### src/rtl/pltb_regs.vh
`ifndef PLTB_REGS_VH
`define PLTB_REGS_VH
// ==========================================================
// link control bit positions
`define PLTB_LC_ASPM_L0S     0
`define PLTB_LC_EXT_SYNCH    7
// ==========================================================
// fast training sequence counts
`define PLTB_FTS_NORMAL      13'h1000
`define PLTB_FTS_EXTENDED    13'h1001
`define PLTB_FTS_CNT_W       13
// skp ordered sets inserted among extended fts
`define PLTB_SKP_MIN         4'hC
`define PLTB_SKP_SPACING     13'h0155
// ==========================================================
// l0s entry latency and replay timing in core cycles; replay limit and ts1 count to recovery
`define PLTB_L0S_ENTRY_CYC   16'h0020
`define PLTB_REPLAY_CYC      16'h0400
`define PLTB_REPLAY_MAX      2'h3
`define PLTB_TS1_TO_RCV      2'h2
// ==========================================================
// build options that select the as-built behaviour
`define PLTB_WIDE_SYMS       2
`define PLTB_GEN12_MODE      2
`define PLTB_ONE_LANE        1
// ==========================================================
// ltssm state codes (one hot)
`define PLTB_ST_L0           8'h01
`define PLTB_ST_L0S          8'h02
`define PLTB_ST_L0S_EXIT     8'h04
`define PLTB_ST_CFG_ACCEPT   8'h08
`define PLTB_ST_RCV_LOCK     8'h10
`define PLTB_ST_RCV_CFG      8'h20
`define PLTB_ST_RCV_IDLE     8'h40
`define PLTB_ST_DETECT       8'h80
`endif

### src/rtl/pltb_link_train.v
`timescale 1ns/1ns
`include "pltb_regs.vh"
module pltb_link_train #(
	parameter lane_count_param       = 1,
	parameter symbols_per_lane_param = 2,
	parameter speed_generation_param = 2,
	parameter DOWNSTREAM             = 1
)(
	// clock and reset
	input  wire        clk_sys,
	input  wire        reset,
	// link control register image and reference clock gate
	input  wire [15:0] link_control,
	input  wire        pcie_refclk_enable,
	// transmit side requests
	input  wire        tlp_pending,
	input  wire        cfg_accept_enter,
	// receive symbols from the phy
	input  wire        rx_ts1,
	input  wire        rx_skp,
	input  wire        rx_eieos,
	input  wire        rx_eios,
	input  wire        rx_ack,
	input  wire        rx_tlp,
	input  wire        rx_decode_err,
	input  wire        rx_link_lane_match,
	// transmit symbols to the phy
	output wire        tx_fts,
	output wire        tx_skp,
	output reg         tx_ts1_r,
	output reg         tx_ts1_lane_valid_r,
	output reg         tx_err_msg_r,
	output reg         tx_ack_r,
	output reg         tx_replay_r,
	output reg         retrain_req_r,
	// state
	output reg  [7:0]  ltssm_state_r
);
	// ==========================================================
	// configuration decode
	wire l0s_en    = link_control[`PLTB_LC_ASPM_L0S];
	wire ext_synch = link_control[`PLTB_LC_EXT_SYNCH];
	wire wide_lane = (symbols_per_lane_param >= `PLTB_WIDE_SYMS)
	                 && (speed_generation_param == `PLTB_GEN12_MODE);
	wire single_ln = (lane_count_param == `PLTB_ONE_LANE);
	// single-lane builds never look at the match flag
	wire match_ok  = single_ln | rx_link_lane_match;

	// ==========================================================
	// ltssm states, one hot
	localparam [7:0] ST_L0         = `PLTB_ST_L0;
	localparam [7:0] ST_L0S        = `PLTB_ST_L0S;
	localparam [7:0] ST_L0S_EXIT   = `PLTB_ST_L0S_EXIT;
	localparam [7:0] ST_CFG_ACCEPT = `PLTB_ST_CFG_ACCEPT;
	localparam [7:0] ST_RCV_LOCK   = `PLTB_ST_RCV_LOCK;
	localparam [7:0] ST_RCV_CFG    = `PLTB_ST_RCV_CFG;
	localparam [7:0] ST_RCV_IDLE   = `PLTB_ST_RCV_IDLE;
	localparam [7:0] ST_DETECT     = `PLTB_ST_DETECT;

	reg  [7:0]  state_nxt;
	reg  [15:0] idle_cnt_r;
	reg  [1:0]  ts1_cnt_r;
	reg  [15:0] replay_tmr_r;
	reg  [1:0]  replay_cnt_r;
	reg         msg_pending_r;
	reg         ack_hold_r;
	reg         tlp_hold_r;
	reg         fts_start_r;
	wire        fts_done;

	// ==========================================================
	// fts generator
	pltb_fts_gen #(
		.CNT_W (`PLTB_FTS_CNT_W)
	) u_fts (
		.clk_sys    (clk_sys),
		.reset      (reset),
		.start      (fts_start_r),
		.ext_synch  (ext_synch),
		.wide_lane  (wide_lane),
		.fts_send_r (tx_fts),
		.skp_send_r (tx_skp),
		.done_r     (fts_done)
	);

	// ==========================================================
	// next state
	always @*
	begin
		state_nxt = ltssm_state_r;
		case (ltssm_state_r)
		ST_DETECT:
			if (pcie_refclk_enable)
				state_nxt = ST_L0;
		ST_L0:
			if (retrain_req_r)
				state_nxt = ST_RCV_LOCK;
			else if (rx_ts1 && ts1_cnt_r == `PLTB_TS1_TO_RCV - 2'h1)
				state_nxt = ST_RCV_LOCK;
			else if (cfg_accept_enter)
				state_nxt = ST_CFG_ACCEPT;
			else if (l0s_en && idle_cnt_r == `PLTB_L0S_ENTRY_CYC)
				state_nxt = ST_L0S;
		ST_L0S:
			if (tlp_pending)
				state_nxt = ST_L0S_EXIT;
		ST_L0S_EXIT:
			if (fts_done)
				state_nxt = ST_L0;
		ST_CFG_ACCEPT:
			state_nxt = ST_L0;
		ST_RCV_LOCK:
			if (rx_ts1 && match_ok)
				state_nxt = ST_RCV_CFG;
		ST_RCV_CFG:
			if (rx_ts1 && match_ok)
				state_nxt = ST_RCV_IDLE;
		ST_RCV_IDLE:
			state_nxt = ST_L0;
		default:
			state_nxt = ST_DETECT;
		endcase
		if (!pcie_refclk_enable)
			state_nxt = ST_DETECT;
	end

	// ==========================================================
	// state, counters and transmit strobes
	always @(posedge clk_sys or posedge reset)
	begin
		if (reset)
		begin
			ltssm_state_r       <= ST_DETECT;
			idle_cnt_r          <= 16'h0000;
			ts1_cnt_r           <= 2'h0;
			fts_start_r         <= 1'b0;
			tx_ts1_r            <= 1'b0;
			tx_ts1_lane_valid_r <= 1'b0;
		end
		else
		begin
			ltssm_state_r <= state_nxt;
			fts_start_r   <= (state_nxt == ST_L0S_EXIT)
			                 && (ltssm_state_r == ST_L0S);
			// idle counter restarts on a pending or received tlp, or outside l0
			if (ltssm_state_r != ST_L0 || tlp_pending || rx_tlp)
				idle_cnt_r <= 16'h0000;
			else if (idle_cnt_r != `PLTB_L0S_ENTRY_CYC)
				idle_cnt_r <= idle_cnt_r + 16'h0001;
			// a skp or eieos between ts1 sets loses the first one
			if (ltssm_state_r != ST_L0 || rx_skp || rx_eieos)
				ts1_cnt_r <= 2'h0;
			else if (rx_ts1)
				ts1_cnt_r <= ts1_cnt_r + 2'h1;
			// downstream builds only: non-pad lane number from the first accept cycle, no wait
			tx_ts1_r <= (state_nxt == ST_CFG_ACCEPT)
			            || (state_nxt == ST_RCV_LOCK)
			            || (state_nxt == ST_RCV_CFG);
			tx_ts1_lane_valid_r <= (DOWNSTREAM != 0)
			                       && (state_nxt == ST_CFG_ACCEPT);
		end
	end

	// ==========================================================
	// data link: ack, error message and replay
	// an ack or tlp followed directly by eios is dropped by the receive path
	always @(posedge clk_sys or posedge reset)
	begin
		if (reset)
		begin
			ack_hold_r    <= 1'b0;
			tlp_hold_r    <= 1'b0;
			tx_ack_r      <= 1'b0;
			tx_replay_r   <= 1'b0;
			tx_err_msg_r  <= 1'b0;
			msg_pending_r <= 1'b0;
			replay_tmr_r  <= 16'h0000;
			replay_cnt_r  <= 2'h0;
			retrain_req_r <= 1'b0;
		end
		else
		begin
			ack_hold_r   <= rx_ack;
			tlp_hold_r   <= rx_tlp;
			tx_ack_r     <= tlp_hold_r && !rx_eios;
			tx_replay_r  <= 1'b0;
			tx_err_msg_r <= 1'b0;
			// reaching recovery clears the request; a rollover in that cycle still wins
			if (ltssm_state_r == ST_RCV_LOCK)
				retrain_req_r <= 1'b0;
			// a fresh decode error goes first so a stray ack cannot swallow it
			if (rx_decode_err && !msg_pending_r)
			begin
				tx_err_msg_r  <= 1'b1;
				msg_pending_r <= 1'b1;
				replay_tmr_r  <= 16'h0000;
				replay_cnt_r  <= 2'h0;
			end
			// ack accepted only if not chased by eios
			else if (ack_hold_r && !rx_eios)
			begin
				msg_pending_r <= 1'b0;
				replay_tmr_r  <= 16'h0000;
				replay_cnt_r  <= 2'h0;
			end
			else if (msg_pending_r)
			begin
				if (replay_tmr_r == `PLTB_REPLAY_CYC)
				begin
					replay_tmr_r <= 16'h0000;
					if (replay_cnt_r == `PLTB_REPLAY_MAX)
					begin
						retrain_req_r <= 1'b1;
						msg_pending_r <= 1'b0;
						replay_cnt_r  <= 2'h0;
					end
					else
					begin
						tx_replay_r  <= 1'b1;
						tx_err_msg_r <= 1'b1;
						replay_cnt_r <= replay_cnt_r + 2'h1;
					end
				end
				else
					replay_tmr_r <= replay_tmr_r + 16'h0001;
			end
		end
	end
endmodule // pltb_link_train

### src/rtl/pltb_fts_gen.v
`timescale 1ns/1ns
`include "pltb_regs.vh"
// ==========================================================
// fast training sequence generator for l0s exit
module pltb_fts_gen #(
	parameter CNT_W = `PLTB_FTS_CNT_W
)(
	// clock and reset
	input  wire             clk_sys,
	input  wire             reset,
	// control
	input  wire             start,
	input  wire             ext_synch,
	input  wire             wide_lane,
	// output stream
	output reg              fts_send_r,
	output reg              skp_send_r,
	output reg              done_r
);
	reg  [CNT_W-1:0] cnt_r;
	reg  [CNT_W-1:0] gap_r;
	reg  [3:0]       skp_cnt_r;
	reg              busy_r;
	reg  [CNT_W-1:0] final_r;
	wire [CNT_W-1:0] final_nxt;

	// extended synch on a wide lane overshoots by one sequence
	assign final_nxt = (ext_synch && wide_lane) ? `PLTB_FTS_EXTENDED
	                 : `PLTB_FTS_NORMAL;

	// skp takes a slot of its own without advancing cnt_r, so the fts count stays exact
	always @(posedge clk_sys or posedge reset)
	begin
		if (reset)
		begin
			cnt_r      <= {CNT_W{1'b0}};
			gap_r      <= {CNT_W{1'b0}};
			skp_cnt_r  <= 4'h0;
			busy_r     <= 1'b0;
			final_r    <= {CNT_W{1'b0}};
			fts_send_r <= 1'b0;
			skp_send_r <= 1'b0;
			done_r     <= 1'b0;
		end
		else
		begin
			done_r     <= 1'b0;
			fts_send_r <= 1'b0;
			skp_send_r <= 1'b0;
			if (start && !busy_r)
			begin
				busy_r    <= 1'b1;
				cnt_r     <= {CNT_W{1'b0}};
				gap_r     <= {CNT_W{1'b0}};
				skp_cnt_r <= 4'h0;
				final_r   <= final_nxt;
			end
			else if (busy_r)
			begin
				if (cnt_r == final_r)
				begin
					busy_r <= 1'b0;
					done_r <= 1'b1;
				end
				else if (ext_synch && gap_r == `PLTB_SKP_SPACING
				         && skp_cnt_r < `PLTB_SKP_MIN)
				begin
					skp_send_r <= 1'b1;
					skp_cnt_r  <= skp_cnt_r + 4'h1;
					gap_r      <= {CNT_W{1'b0}};
				end
				else
				begin
					fts_send_r <= 1'b1;
					cnt_r      <= cnt_r + {{(CNT_W-1){1'b0}}, 1'b1};
					gap_r      <= gap_r + {{(CNT_W-1){1'b0}}, 1'b1};
				end
			end
		end
	end
endmodule // pltb_fts_gen

### config.mk
export PLATFORM = sky130hd
export DESIGN_NAME = pltb_link_train
export DESIGN_NICKNAME = d
export VERILOG_FILES = /design/src/rtl/pltb_link_train.v /design/src/rtl/pltb_fts_gen.v
export VERILOG_INCLUDE_DIRS = /design/src /design/src/rtl
export SDC_FILE = /design/constraint.sdc
export NUM_CORES = 1
export LEC_CHECK = 0
export ABC_CLOCK_PERIOD_IN_PS = 3300
export BUFFER_PORTS_ARGS = -buffer_cell sky130_fd_sc_hd__buf_4
export CAP_MARGIN = 25
export CORE_MARGIN = 2
export CORE_UTILIZATION = 30
export CTS_CLUSTER_DIAMETER = 40
export DETAILED_ROUTE_END_ITERATION = 8
export PLACE_DENSITY = 0.51
export SLEW_MARGIN = 20
export SYNTH_ARGS = -nofsm -noshare
export SYNTH_HDL_FRONTEND = slang
export SYNTH_SLANG_ARGS = --single-unit
### constraint.sdc
create_clock -name clk_sys -period 3.3 [get_ports clk_sys]
set_input_delay 0.165 -clock clk_sys [delete_from_list [all_inputs] [get_ports clk_sys]]
set_output_delay 0.165 -clock clk_sys [all_outputs]
set_load 0.01 [all_outputs]
==> out/qor.txt <==
Final nets -> 572
Synth Area in Simple Gates -> 0.276
most common cell after layout, fill and taps aside -> dfrtp_1
number of buffers added on ports -> 29
crit-path leading delay family -> simple AND/OR/NAND/NOR gates
sequential area share after synthesis -> 0.481
antenna viol nets, final -> 0
Area Overhead vs Synth -> 17.3%
Final Cycle Share -> 0.707
DRT iter0 DRCs -> 263
Post-DP HPWL -> 6960 um
initial antenna violation count -> 0
post-synth cell types -> 49
Syn Area/Cell -> 9.34 um^2
Yosys top cell area share -> 0.476
DRC viols -> 0
hold depth -> 3
power density over the cells -> 537 nW/um^2
CP Cell Sequence -> nor4_1 -> a21boi_1 -> nor2_1 -> inv_1 -> o22ai_1
FILL cells -> 1579
Psw -> 0.000865 W
LEAKAGE -> 2.26 nW
number of buffer and inverter stages on the critical path -> 1
Cell Rows -> 45
Sw Share -> 0.293
Slew Limit Fails -> 0
main combinational cell family by area after synthesis -> simple AND/OR/NAND/NOR gates
actual slew at the worst max-slew pin -> 707 ps
vias in the first global route -> 3684
setup_tns -> 0 ps
R2R depth -> 5
xor and xnor area share after synthesis -> 0.0599
main area contributors after synthesis -> dfrtp_1 (48%), nor2_1 (4.8%), nand2_1 (3.7%), xnor2_1 (3.6%), nor4_1 (3.2%)
clock skew -> 8.01 ps
Core Area -> 15200 um^2
CP max stage cell -> nor2_1
setup ws final -> 966 ps
min-delay src -> link_control[7]
max-cap viol count -> 0
ys async rst share -> 1.00
total CTS buffers -> 9
Combinational Power Share -> 0.168
Clock transition at path regs -> 60 ps
Clk pwr share -> 0.358
RSZ-0062 raised after global routing -> no
Post-Synth Adder-Cell Area -> 0.0267
hold violation total from the final report -> 0
fin util -> 0.361
Avg WL per Cell -> 14.3 um
r2r setup slk -> 970 ps
Cells after Synth -> 501
synthesized area -> 4680 um^2
most frequent cells in the layout -> dfrtp_1 (89), nor2_1 (60), nand2_1 (46), buf_4 (32), nor4_1 (23)
multi-input logic area -> 2260 um^2
setup violators final -> 0
Die Width -> 129 um
grt ovf -> 0
clock sink count -> 90
Synth Area in Compound Gates -> 0.105
Post-synth EDFFs -> 0
die area -> 16600 um^2
synth warn -> 0
routability cong. -> 0.781
Initial Util -> 0.308
routed wire length -> 10400 um
CP max stage delay -> 620 ps
CP Capture Type -> register
H-tree levels -> 3
Seq cells post-synth -> 90
Worst EP arrival -> 2610 ps
status -> finished clean
hold worst-path end -> u_fts.final_r[0]
sequential power share -> 0.474
Antenna diodes -> 0
largest net degree at the start of global routing -> 52
Reg area -> 2250 um^2
worst reg2reg path endpoint -> u_fts.gap_r[1]
fmax -> 0.428 GHz
vias after detailed routing -> 3731
Avg Vias per Cell -> 5.14
CTS root buffer -> clkbuf_16
global-route wire length before repair -> 17900 um
Synth Flop Type -> dfrtp_1
relative slew slack -> 0.525
multiplexer share of the synthesized area -> 0.0131
all-layer global routing usage -> 0.136
Place WS -> 907 ps
TritonCTS clock tree -> done
worst ir drop on vdd -> 0.267 mV
worst-path maximum fanout -> 9
required time of the critical path -> 3570 ps
Crit Path Category -> register to register
Int Power -> 0.00208 W
Ports -> 45
Die Ht -> 129 um
Synthesized Nets -> 540
share of cells above drive strength 1 -> 0.112
cell taking the most area after synthesis -> dfrtp_1
Clock Latency Late Sink -> 350 ps
Max Root-Sink Buffers -> 2
Pre-antenna DRT Iters -> 4
startpoint types -> register
reg2reg start -> u_fts.cnt_r[4]
Hold Crit Class -> input pin to register
crit path time final -> 2330 ps
Post-CTS Resized -> 0
## cells in the mapped netlist (all sizes together) (10+ instances only)
| cell type | n |
|---|---|
| ha | 10 |
| dfrtp | 89 |
| nand2 | 47 |
| nor3 | 15 |
| a221o | 12 |
| a21oi | 20 |
| nand3 | 21 |
| nand4 | 12 |
| and2 | 10 |
| xor2 | 13 |
| nor4 | 25 |
| xnor2 | 19 |
| inv | 23 |
| o21ai | 21 |
| clkbuf | 13 |
| nor2 | 60 |
## how the worst max path moves through the flow
stage	cells past startpoint	slack [ps]	startpoint	endpoint
2_1_floorplan	1	800	reset	ack_hold_r
3_3_place_gp	5	940	u_fts.cnt_r[4]	u_fts.gap_r[1]
3_5_place_dp	5	910	u_fts.cnt_r[4]	u_fts.gap_r[1]
4_1_cts	5	890	u_fts.cnt_r[4]	u_fts.gap_r[1]
5_1_grt	5	710	u_fts.cnt_r[4]	u_fts.gap_r[1]
6_report	5	970	u_fts.cnt_r[4]	u_fts.gap_r[1]
## state kept, by name, indices dropped and copies added, names as in the netlist, 2 cells and up
register,flops
idle_cnt_r,16
replay_tmr_r,16
u_fts.cnt_r,13
u_fts.gap_r,13
ltssm_state_r,8
u_fts.skp_cnt_r,4
replay_cnt_r,2
ts1_cnt_r,2
u_fts.final_r,2
## metrics by stage
stage	total power, W	hold slack [ps]	cell area [um^2]	std cells
2_1_floorplan	0.00173	196	4680	501
3_3_place_gp	0.00189	276	5090	702
3_5_place_dp	0.00190	276	5090	702
4_1_cts	0.00299	17.0	5460	724
5_1_grt	0.00314	24.8	5490	726
6_report	0.00295	30.8	5490	726
## worst register-to-register path, delay by kind of cell, from the launching register on
| family | cells | cell delay [ps] |
|---|---|---|
| compound gates | 2 | 500 |
| buf+inv | 1 | 150 |
| flops | 1 | 450 |
| simple gates | 2 | 1160 |
## repair_timing
item | CTS | global route
buffers inserted | 0 | 0
hold buffers | 6 | 1
endpoints found under the setup margin | 0 | 0
endpoints found under the hold margin | 5 | 19
## cells by family after synthesis
| family | Yosys count |
|---|---|
| flops | 90 |
| compound gates | 75 |
| buf+inv | 43 |
| mux | 6 |
| xor+xnor | 32 |
| simple gates | 245 |
| fa+ha+maj | 10 |
## area by class of cell
| cell class | instances | share of cell area |
|---|---|---|
| sequential | 90 | 0.410 |
| inverter | 23 | 0.0160 |
| timing repair buffer | 41 | 0.0638 |
| tap | 188 | 0.0428 |
| clock buffer | 12 | 0.0467 |
| clock inverter | 4 | 0.00912 |
| multi-input combinational | 368 | 0.411 |
## power by group through the flow
stage                     clock network [W]  registers, W  logic (W)
after floorplan                           0       0.00136   0.000370
after global placement                    0       0.00141   0.000479
after detailed placement                  0       0.00141   0.000486
after CTS                           0.00110       0.00139   0.000501
after global routing                0.00115       0.00142   0.000568
final                               0.00106       0.00140   0.000495
## routing by layer
| metal | track usage | vias to the layer above | share of wire |
|---|---|---|---|
| met4 | 0.0524 | 0 | 0.017 |
| met2 | 0.218 | 39 | 0.47 |
| met3 | 0.0391 | 10 | 0.032 |
| li1 | - | 1869 | - |
| met1 | 0.174 | 1813 | 0.48 |
| met5 | 0 | - | 0 |
No activity file was read; power rests on OpenSTA's default activity.
